### src/pkg/dau_regs.svh
// Notes on behaviour
// - Once a whole word has arrived, a low load pin copies the input register into the DAC register.
// - No pin-driven copy happens while a serial word is still being shifted in.
// - A low load pin before the third data byte completes powers up only, leaving the DAC register alone.
// - A load pin still low when the 24-bit word ends runs the command and also updates the DAC register.
// - A low load pin always powers the converter up, whatever the serial bus is doing.
// - A low load pin at the ninth falling clock of the third data byte cancels a power-down in that word.
// - Command codes: 0000 write, 0001 update, 0011 write and update, 0100 power down, 1111 no-op.
// - A write loads the 16-bit data into the input register; an update copies it to the DAC register.
// - A command runs only after all three data bytes behind a matching address have arrived.
// - Every update also brings the converter out of power-down.
`ifndef DAU_REGS_SVH
`define DAU_REGS_SVH

// ----------------------------------------
// Addressing and framing
// ----------------------------------------
`define DAU_GLOBAL_ADDR 7'h73
`define DAU_WORD_BYTES  2'h3
`define DAU_ACK_BIT     4'h8
`define DAU_LAST_BIT    4'h9

// ----------------------------------------
// Word fields
// ----------------------------------------
`define DAU_CMD_MSB     23
`define DAU_CMD_LSB     20
`define DAU_DATA_MSB    15
`define DAU_DATA_LSB    0

// ----------------------------------------
// Command codes
// ----------------------------------------
`define DAU_CMD_WRITE   4'h0
`define DAU_CMD_UPDATE  4'h1
`define DAU_CMD_WR_UPD  4'h3
`define DAU_CMD_PDOWN   4'h4
`define DAU_CMD_NOP     4'hF

// ----------------------------------------
// Reset values
// ----------------------------------------
`define DAU_CODE_RST    16'h0000
`define DAU_PD_RST      1'h0
`define DAU_CMD_RST     4'hF

`endif

### src/pkg/dau_pkg.sv
`default_nettype none
package dau_pkg;
  typedef enum logic [1:0] {
    DAU_IDLE,
    DAU_ADDR,
    DAU_DATA,
    DAU_SKIP
  } dau_state_t;

  typedef logic [3:0]  dau_cmd_t;
  typedef logic [15:0] dau_code_t;
endpackage
`default_nettype wire

### src/dau_sync.sv
`default_nettype none
module dau_sync #(
  parameter int W = 1
) (
  input  wire logic         clk_sys_i,
  input  wire logic         reset_i,
  input  wire logic         ce_i,
  input  wire logic [W-1:0] rst_val_i,
  input  wire logic [W-1:0] async_i,
  output var  logic [W-1:0] sync_o
);
  logic [W-1:0] meta_ff;

  // ----------------------------------------
  // Two-stage synchroniser
  // ----------------------------------------
  // Reset value is a tie-off constant at every instance
  always_ff @(posedge clk_sys_i) begin
    if (reset_i) begin
      meta_ff <= rst_val_i;
      sync_o  <= rst_val_i;
    end else if (ce_i) begin
      meta_ff <= async_i;
      sync_o  <= meta_ff;
    end
  end
endmodule
`default_nettype wire

### src/dau_top.sv
`include "dau_regs.svh"
`default_nettype none
module dau_top
  import dau_pkg::*;
(
  input  wire logic             clk_sys_i,
  input  wire logic             reset_i,
  input  wire logic             ce_i,
  input  wire logic             scl_i,
  input  wire logic             sda_i,
  output var  logic             sda_o,
  output var  logic             sda_oe_n_o,
  input  wire logic             async_load_n_i,
  input  wire logic [6:0]       slave_addr_i,
  output var  dau_pkg::dau_code_t input_code_o,
  output var  dau_pkg::dau_code_t dac_code_o,
  output var  logic             power_down_o,
  output var  logic             word_done_o,
  output var  dau_pkg::dau_cmd_t  last_cmd_o
);
  import dau_pkg::*;

  // ----------------------------------------
  // Pin synchronisers
  // ----------------------------------------
  logic [2:0]  pins_sync;
  logic [6:0]  addr_sync;
  logic        scl_s;
  logic        sda_s;
  logic        load_n_s;
  logic        scl_q_ff;
  logic        sda_q_ff;

  dau_sync #(
    .W (3)
  ) u_pin_sync (
    .clk_sys_i (clk_sys_i),
    .reset_i   (reset_i),
    .ce_i      (ce_i),
    .rst_val_i (3'h7),
    .async_i   ({scl_i, sda_i, async_load_n_i}),
    .sync_o    (pins_sync)
  );

  // Address straps are static, but still cross the domain like any pin
  dau_sync #(
    .W (7)
  ) u_addr_sync (
    .clk_sys_i (clk_sys_i),
    .reset_i   (reset_i),
    .ce_i      (ce_i),
    .rst_val_i (7'h00),
    .async_i   (slave_addr_i),
    .sync_o    (addr_sync)
  );

  assign scl_s    = pins_sync[2];
  assign sda_s    = pins_sync[1];
  assign load_n_s = pins_sync[0];

  always_ff @(posedge clk_sys_i) begin
    if (reset_i) begin
      scl_q_ff <= 1'h1;
      sda_q_ff <= 1'h1;
    end else if (ce_i) begin
      scl_q_ff <= scl_s;
      sda_q_ff <= sda_s;
    end
  end

  // ----------------------------------------
  // Bus events
  // ----------------------------------------
  wire scl_rise = scl_s & ~scl_q_ff;
  wire scl_fall = ~scl_s & scl_q_ff;
  wire bus_start = scl_s & scl_q_ff & sda_q_ff & ~sda_s;
  wire bus_stop  = scl_s & scl_q_ff & ~sda_q_ff & sda_s;
  wire load_low  = ~load_n_s;

  // ----------------------------------------
  // Receiver state
  // ----------------------------------------
  dau_state_t  state_ff;
  dau_state_t  nxt_state;
  logic [3:0]  bit_cnt_ff;
  logic [3:0]  nxt_bit_cnt;
  logic [1:0]  byte_cnt_ff;
  logic [1:0]  nxt_byte_cnt;
  logic [23:0] word_ff;
  logic [23:0] nxt_word;
  logic        ack_ff;
  logic        nxt_ack;

  wire [7:0] last_byte  = word_ff[7:0];
  wire       addr_match = (last_byte[7:1] == addr_sync) || (last_byte[7:1] == `DAU_GLOBAL_ADDR);
  wire       addr_write = ~last_byte[0];
  wire       ack_time   = scl_fall && (bit_cnt_ff == `DAU_ACK_BIT);
  wire       byte_end   = scl_fall && (bit_cnt_ff == `DAU_LAST_BIT);
  wire       in_word    = (state_ff == DAU_DATA) && (byte_cnt_ff != `DAU_WORD_BYTES);

  // Command runs at the ninth falling clock of the third byte
  wire       word_end   = byte_end && in_word && (byte_cnt_ff == `DAU_WORD_BYTES - 2'h1);

  // Pin copy is held off while a word is in flight
  wire       word_busy  = in_word;

  always_comb begin
    nxt_state    = state_ff;
    nxt_bit_cnt  = bit_cnt_ff;
    nxt_byte_cnt = byte_cnt_ff;
    nxt_word     = word_ff;
    nxt_ack      = ack_ff;
    if (bus_start) begin
      nxt_state    = DAU_ADDR;
      nxt_bit_cnt  = 4'h0;
      nxt_byte_cnt = 2'h0;
      nxt_ack      = 1'h0;
    end else if (bus_stop) begin
      nxt_state = DAU_IDLE;
      nxt_ack   = 1'h0;
    end else if (state_ff != DAU_IDLE) begin
      if (scl_rise) begin
        if (bit_cnt_ff < `DAU_ACK_BIT) begin
          nxt_word = {word_ff[22:0], sda_s};
        end
        nxt_bit_cnt = bit_cnt_ff + 4'h1;
      end else if (ack_time) begin
        case (state_ff)
          DAU_ADDR: begin
            nxt_ack = addr_match & addr_write;
          end
          DAU_DATA: begin
            // Bytes beyond the third are refused
            nxt_ack = (byte_cnt_ff != `DAU_WORD_BYTES);
          end
          default: begin
            nxt_ack = 1'h0;
          end
        endcase
      end else if (byte_end) begin
        nxt_ack     = 1'h0;
        nxt_bit_cnt = 4'h0;
        case (state_ff)
          DAU_ADDR: begin
            nxt_state = ack_ff ? DAU_DATA : DAU_SKIP;
          end
          DAU_DATA: begin
            if (in_word) begin
              nxt_byte_cnt = byte_cnt_ff + 2'h1;
            end
          end
          default: begin
            nxt_state = DAU_SKIP;
          end
        endcase
      end
    end
  end

  always_ff @(posedge clk_sys_i) begin
    if (reset_i) begin
      state_ff    <= DAU_IDLE;
      bit_cnt_ff  <= 4'h0;
      byte_cnt_ff <= 2'h0;
      word_ff     <= 24'h000000;
      ack_ff      <= 1'h0;
    end else if (ce_i) begin
      state_ff    <= nxt_state;
      bit_cnt_ff  <= nxt_bit_cnt;
      byte_cnt_ff <= nxt_byte_cnt;
      word_ff     <= nxt_word;
      ack_ff      <= nxt_ack;
    end
  end

  // ----------------------------------------
  // Command decode
  // ----------------------------------------
  wire [3:0]  cmd       = word_ff[`DAU_CMD_MSB:`DAU_CMD_LSB];
  wire [15:0] word_data = word_ff[`DAU_DATA_MSB:`DAU_DATA_LSB];

  wire cmd_write  = (cmd == `DAU_CMD_WRITE) || (cmd == `DAU_CMD_WR_UPD);
  wire cmd_update = (cmd == `DAU_CMD_UPDATE) || (cmd == `DAU_CMD_WR_UPD);
  wire cmd_pdown  = (cmd == `DAU_CMD_PDOWN);

  // ----------------------------------------
  // Data and power registers
  // ----------------------------------------
  dau_code_t input_ff;
  dau_code_t nxt_input;
  dau_code_t dac_ff;
  dau_code_t nxt_dac;
  logic      pd_ff;
  logic      nxt_pd;
  dau_cmd_t  cmd_ff;
  dau_cmd_t  nxt_cmd;

  always_comb begin
    nxt_input = input_ff;
    nxt_dac   = dac_ff;
    nxt_pd    = pd_ff;
    nxt_cmd   = cmd_ff;
    if (word_end) begin
      nxt_cmd = cmd;
      if (cmd_write) begin
        nxt_input = word_data;
      end
      if (cmd_update || load_low) begin
        nxt_dac = cmd_write ? word_data : input_ff;
      end
      if (cmd_update) begin
        nxt_pd = 1'h0;
      end else if (cmd_pdown && !load_low) begin
        nxt_pd = 1'h1;
      end
    end else if (load_low && !word_busy) begin
      nxt_dac = input_ff;
    end
    if (load_low) begin
      nxt_pd = 1'h0;
    end
  end

  always_ff @(posedge clk_sys_i) begin
    if (reset_i) begin
      input_ff <= `DAU_CODE_RST;
      dac_ff   <= `DAU_CODE_RST;
      pd_ff    <= `DAU_PD_RST;
      cmd_ff   <= `DAU_CMD_RST;
    end else if (ce_i) begin
      input_ff <= nxt_input;
      dac_ff   <= nxt_dac;
      pd_ff    <= nxt_pd;
      cmd_ff   <= nxt_cmd;
    end
  end

  // ----------------------------------------
  // Outputs
  // ----------------------------------------
  // Open drain: the line is only ever pulled low, so data stays zero
  always_ff @(posedge clk_sys_i) begin
    if (reset_i) begin
      sda_o       <= 1'h0;
      sda_oe_n_o  <= 1'h1;
      word_done_o <= 1'h0;
    end else if (ce_i) begin
      sda_o       <= 1'h0;
      sda_oe_n_o  <= ~nxt_ack;
      word_done_o <= word_end;
    end
  end

  assign input_code_o = input_ff;
  assign dac_code_o   = dac_ff;
  assign power_down_o = pd_ff;
  assign last_cmd_o   = cmd_ff;
endmodule
`default_nettype wire

### config.mk
export PLATFORM = sky130hd
export DESIGN_NAME = dau_top
export DESIGN_NICKNAME = d
export VERILOG_FILES = /design/src/pkg/dau_pkg.sv /design/src/dau_sync.sv /design/src/dau_top.sv
export VERILOG_INCLUDE_DIRS = /design/src /design/src/pkg
export SDC_FILE = /design/constraint.sdc
export NUM_CORES = 1
export LEC_CHECK = 0
export BUFFER_PORTS_ARGS = -buffer_cell sky130_fd_sc_hd__buf_2
export CORE_MARGIN = 2
export CORE_UTILIZATION = 55
export CTS_BUF_LIST = sky130_fd_sc_hd__clkbuf_8
export CTS_CLUSTER_SIZE = 10
export DETAILED_ROUTE_END_ITERATION = 10
export PLACE_DENSITY = 0.86
export SYNTH_ARGS = -nofsm -noshare
export SYNTH_HDL_FRONTEND = slang
export SYNTH_HIERARCHICAL = 1
export SYNTH_SLANG_ARGS = --single-unit
### constraint.sdc
create_clock -name clk_sys_i -period 2.4 [get_ports clk_sys_i]
set_clock_uncertainty 0.1 [all_clocks]
set_input_delay 0.36 -clock clk_sys_i [delete_from_list [all_inputs] [get_ports clk_sys_i]]
set_output_delay 0.36 -clock clk_sys_i [all_outputs]
set_load 0.01 [all_outputs]
# Word-level counts from Yosys, hierarchy flattened
# Index checks and enable logic that the tools add are counted.
dict set report word_totals {
  word_cells 124
  ff_bits 94
  out_inout_bits 40
}
dict set report op_classes {
  muxes 37
  n_lt_le_gt_ge 1
  n_addsub 2
  n_reduce_logical 29
  eq_ne 21
  bitwise_logic 17
}
# operator n
set op_table {}
lappend op_table {{two-way mux 16 bit} 4}
lappend op_table {{two-way mux 2 bit} 14}
lappend op_table {{two-way mux 4 bit} 6}
lappend op_table {{inequality test 3 bit, second input constant} 4}
lappend op_table {{AND reduction 6 bit} 2}
lappend op_table {{nonzero test 2 bit} 6}
lappend op_table {{two-way mux 1 bit} 11}
lappend op_table {{NOT 1 bit} 9}
lappend op_table {{nonzero test 3 bit} 3}
lappend op_table {{bitwise AND 1 bit} 8}
lappend op_table {{== test 4 bit, second input constant} 2}
lappend op_table {{inequality test 2 bit, second input constant} 4}
lappend op_table {{AND reduction 8 bit} 1}
lappend op_table {{== test 7 bit} 1}
lappend op_table {{== test 7 bit, second input constant} 1}
lappend op_table {{logical AND 1 bit} 7}
lappend op_table {{AND reduction 3 bit} 2}
lappend op_table {{AND reduction 5 bit} 1}
lappend op_table {{adder 4 x 1 -> 4 bit, second input constant} 1}
lappend op_table {{== test 2 bit, second input constant} 2}
lappend op_table {{== test 4 x 1 -> 1 bit, second input constant} 1}
lappend op_table {{== test 4 x 2 -> 1 bit, second input constant} 1}
lappend op_table {{== test 4 x 3 -> 1 bit, second input constant} 1}
lappend op_table {{zero test 4 bit} 1}
lappend op_table {{other kinds (10)} 14}

# Depth between registers and ports, before layout
dict set report depth {
  ltp_word 10
  depth_mapped 8
  depth_no_buf 6
}

# Modules after synthesis
# The synthesis kept the hierarchy.
# module cells_per_inst instances seq_area_each_um2 area_per_inst_um2
set by_module_without_submodules {}
lappend by_module_without_submodules {dau_top 428 1 1481.4 3606.0}
lappend by_module_without_submodules {{dau_sync (u_addr_sync)} 31 1 420.4 649.4}
lappend by_module_without_submodules {{dau_sync (u_pin_sync)} 14 1 180.2 287.8}

# Worst setup path after synthesis
# OpenSTA, ideal clock, no wires.
dict set report synth_timing {
  kind {reg2reg}
  start {register state_ff[0]}
  end {register word_ff[20]}
  required_time_ps 2168
  period_less_slack_ps 1828
  t_arrival_ps 1596
  path_stages_with_launch 9
  n_path_buf 3
  setup_slack_ps 572
  path_cell_list {dfxtp_1 inv_1 ha_1 clkbuf_2 or4_1 clkbuf_1 buf_2 nand2_1 a21oi_1}
}
dict set report synth_between {
  elab_chain_cells 2
}
# element line_no
set synth_rtl {}
lappend synth_rtl {{start, declared} dau_top.sv:83} ;# dau_state_t state_ff;
lappend synth_rtl {{start signal, assigned} dau_top.sv:168} ;# state_ff <= nxt_state;
lappend synth_rtl {{nonzero test 2 bit} dau_top.sv:121} ;# end else if (state_ff != DAU_IDLE) begin
lappend synth_rtl {{AND reduction 6 bit (no line)} -}
lappend synth_rtl {{end signal, assigned} dau_top.sv:171} ;# word_ff <= nxt_word;
lappend synth_rtl {{end, declared} dau_top.sv:89} ;# logic [23:0] word_ff;
# Every way passes these cells.
# A chain may end at the register's enable or synchronous reset.

# Final worst setup path
dict set report layout_timing {
  start {register u_pin_sync.sync_o[2]}
  end {register dac_ff[1], in the netlist dac_code_o[1]}
}
dict set report layout_between {
  elab_chain_cells 7
  word_cells_on_any_way 9
}
# element line_no
set layout_rtl {}
lappend layout_rtl {{start, declared} dau_sync.sv:10} ;# output var logic [W-1:0] sync_o
lappend layout_rtl {{start signal, assigned} dau_sync.sv:21} ;# sync_o <= rst_val_i;
lappend layout_rtl {{start signal, assigned} dau_sync.sv:24} ;# sync_o <= meta_ff;
lappend layout_rtl {{NOT 1 bit (*)} dau_top.sv:75} ;# wire scl_fall = ~scl_s & scl_q_ff;
lappend layout_rtl {{bitwise AND 1 bit (*)} dau_top.sv:75}
lappend layout_rtl {{logical AND 1 bit (*)} dau_top.sv:98} ;# wire byte_end = scl_fall && (bit_cnt_ff == `DAU_LAST_BIT);
lappend layout_rtl {{logical AND 1 bit (*) (2 in a row)} dau_top.sv:102} ;# wire word_end = byte_end && in_word && (byte_cnt_ff == `DAU_WORD_BYTES - 2'h1);
lappend layout_rtl {{inequality test 2 x 1 -> 1 bit (no line) / nonzero test 2 bit (equally long branches)} -}
lappend layout_rtl {{AND reduction 3 bit (no line)} -}
lappend layout_rtl {{end signal, assigned} dau_top.sv:227} ;# dac_ff <= `DAU_CODE_RST;
lappend layout_rtl {{end signal, assigned} dau_top.sv:232} ;# dac_ff <= nxt_dac;
lappend layout_rtl {{end, declared} dau_top.sv:191} ;# dau_code_t dac_ff;
# Mark *: on every way between the ends. The rest lies on a longest branch, timed or not.

==> summary.txt <==
Job
  – MaxCap Viol Count: 0

CTS
  – # hold bufs at CTS: 0
  – Total setup buffers inserted after CTS: 0
  – # H-tree levels: 3
  – Root Driver: clkbuf_8
  – Clock transition at path regs: 100 ps
  – Clock buffer count from CTS: 9
  – Latest clock arrival within the worst-skew pair: 380 ps
  – Clock buffer depth: 2
  – Post_cts resized: 0
  – TritonCTS clock tree: done
  – Sink Count: 94

Die
  – Initial Util: 56.1%
  – Core area: 8090 um2
  – # rows: 33
  – Ports: 53
  – Die ar.: 9000 um2
  – Die X-Extent: 94.9 um
  – Die Height: 94.9 um

Logic synthesis
  – Top FF cell, synth: dfxtp_1
  – Ys async rst share: 0%
  – Synth Instances: 473
  – Post-synthesis sequential area ratio: 45.8%
  – Distinct cells, synth: 61
  – Number of synthesized register bits: 94
  – Post-synthesis area per instance: 9.60 um2
  – EDFF count, synth: 20
  – Post-Syn Area: 4540 um2
  – Synth warnings: 6

Timing
  – Final setup fails: 0
  – Fmax: 0.480 GHz
  – Max Slew Vio Count: 0
  – RSZ-0062 raised after global routing: false
  – Worst-Margin Slew: 621 ps
  – Tmin final: 2080 ps
  – Setup TNS: 0 ps
  – Final period util: 86.7%
  – Max_slew headroom: 58.6%
  – Final Hold Fails: 0

Setup path
  – Worst reg-to-reg path cell count: 5
  – WS Path Type: reg -> reg
  – Setup slack, reg-to-reg: 320 ps
  – Critical R2R Launch: u_pin_sync/sync_o[2]$_DFFE_PP_
  – Crit start category: flip-flop
  – Crit path capture type: flip-flop
  – CP required: 2580 ps
  – Worst r2r dst: dac_code_o[1]$_SDFFE_PP0P_
  – Arrival @ worst endpoint: 2260 ps
  – CP max FO: 32

Cells and area
  – Most frequent cells in the layout: nand2_1, dfxtp_1, a21oi_1
  – Most common cell after layout, fill and taps aside: nand2_1
  – Share of cells above drive strength 1: 23.1%
  – Layout area overhead: 11.8%
  – Fillers: 669
  – Nets@finish: 549
  – Ant diodes: 0

Worst hold path
  – Hold depth: 2
  – Hold crit path type: in -> reg
  – Hold Startpoint: slave_addr_i[4]
  – Hold Path Sink: u_addr_sync/meta_ff[4]$_DFFE_PP_

Run status
  – Outcome: completed

Route
  – DRC: 0
  – Vias: 3666
  – First-pass iteration count of the detailed router: 6
  – Detailed Route Iter0 Violations: 294
  – ANT nets after route: 0
  – DR WL/cell: 15.4 um
  – Vias/cell: 5.75
  – Routed WL: 9860 um

Global routing
  – Grt ovf: 0
  – Initial antenna violation count: 0
  – Largest net degree at the start of global routing: 55
  – Vias in the first global route: 3417
  – First-pass GRT wire length: 15800 um
  – Total global-route track usage: 22.9%

Power
  – Total power draw: 3.20 mW
  – Leakage: 1.90 nW
  – Peak VDD IR: 293 uV
  – Pwr Density: 630 nW/um2

Placement
  – RePlAce Congestion: 0.932
  – Port Buf Inserts: 51
  – Hpwl dp: 6770 um
[metrics by stage]
stage	hold WS, ps	cells	worst slack (ps)	util (%)	cell area, um2
floorplan	332	492	572	-	4610
global placement	339	622	423	60.2	4870
detailed placement	348	622	352	60.2	4870
CTS	170	638	321	62.8	5080
global route	168	638	101	62.8	5080
finish	180	638	318	62.8	5080
[layer usage]
metal / vias up / wire (um) / global-route usage, %
met5: - / 0 / 0
li1: 1772 / - / -
met3: 23 / 572 / 5.91
met4: 0 / 263 / 10.0
met2: 126 / 4770 / 36.5
met1: 1745 / 4250 / 29.3
[cell usage after synthesis (2+ instances only)]
cell	n	area share [%]
nand2_1	96	7.9
dfxtp_1	74	33
a21oi_1	63	6.9
o21ai_0	21	2.3
edfxtp_1	20	13
nand3_1	18	2.0
mux2_4	15	5.0
a311oi_2	14	4.6
clkbuf_1	13	1.1
xnor2_1	9	1.7
buf_2	8	0.88
ha_1	8	2.2
inv_1	8	0.66
nor2_1	8	0.66
buf_4	7	1.2
mux2i_1	7	1.5
nor3_1	7	0.77
buf_6	6	1.5
mux2_2	5	1.2
nor2b_1	5	0.69
o31ai_1	5	0.83
nand4_1	4	0.55
and2_1	3	0.41
nand2b_1	3	0.41
or4_1	3	0.50
a21o_1	2	0.33
a311oi_1	2	0.39
a41oi_1	2	0.39
and4_1	2	0.39
buf_1	2	0.17
conb_1	2	0.17
or2_1	2	0.28
[critical path, cell delays in order (launching register included)]
cell,delay (ps)
edfxtp_1,520
and4bb_1,460
and4_1,220
buf_4,290
nand2_1,100
a311oi_1,290
[layout make-up]
cell class	count	area, um2	share of cell area, %
Sequential cell	94	2080	41.0
Clock inverter	7	86.3	1.70
Tap cell	105	131	2.59
Clock buffer	9	124	2.44
Timing Repair Buffer	64	380	7.49
Multi-Input combinational cell	351	2250	44.2
Inverter	8	30.0	0.591
[sequential cells by signal, indices dropped and copies added, names as in the netlist, 3 cells and up]
name                 flops
input_code_o            16
u_addr_sync/sync_o       7
dac_code_o              16
u_pin_sync/meta_ff       3
word_ff                 24
u_addr_sync/meta_ff      7
last_cmd_o               4
bit_cnt_ff               4
u_pin_sync/sync_o        3
[where the power goes]
| group | leakage, nW | internal, mW | switching, mW |
|---|---|---|---|
| sequential | 0.803 | 1.69 | 0.0394 |
| clock | 0.106 | 0.508 | 0.618 |
| combinational | 0.990 | 0.157 | 0.192 |
[cell families (layout without fill, tap and decap cells)]
family | after synthesis | in the layout | share of synthesized area, %
AO/OA/AOI/OAI | 124 | 124 | 18.8
XOR/XNOR | 9 | 9 | 1.74
adder cells (fa/ha/maj) | 8 | 8 | 2.20
buffers and inverters | 47 | 88 | 6.31
flip-flops | 94 | 94 | 45.8
multiplexers | 27 | 27 | 7.74
other | 2 | 21 | 0.165
AND/OR/NAND/NOR | 162 | 162 | 17.2
[how the worst max path moves through the flow]
stage / startpoint / end / cells after the start
after floorplan: state_ff[0]$_SDFFE_PP0P_ / word_ff[20]$_SDFFE_PP0P_ / 8
after global placement: u_pin_sync/sync_o[2]$_DFFE_PP_ / dac_code_o[13]$_SDFFE_PP0P_ / 5
after detailed placement: u_pin_sync/sync_o[2]$_DFFE_PP_ / dac_code_o[1]$_SDFFE_PP0P_ / 5
after CTS: bit_cnt_ff[0]$_SDFFE_PP0P_ / bit_cnt_ff[3]$_SDFFE_PP0P_ / 6
after global routing: u_pin_sync/sync_o[2]$_DFFE_PP_ / dac_code_o[1]$_SDFFE_PP0P_ / 5
final: u_pin_sync/sync_o[2]$_DFFE_PP_ / dac_code_o[1]$_SDFFE_PP0P_ / 5
Power figures use the tool's default switching activity.
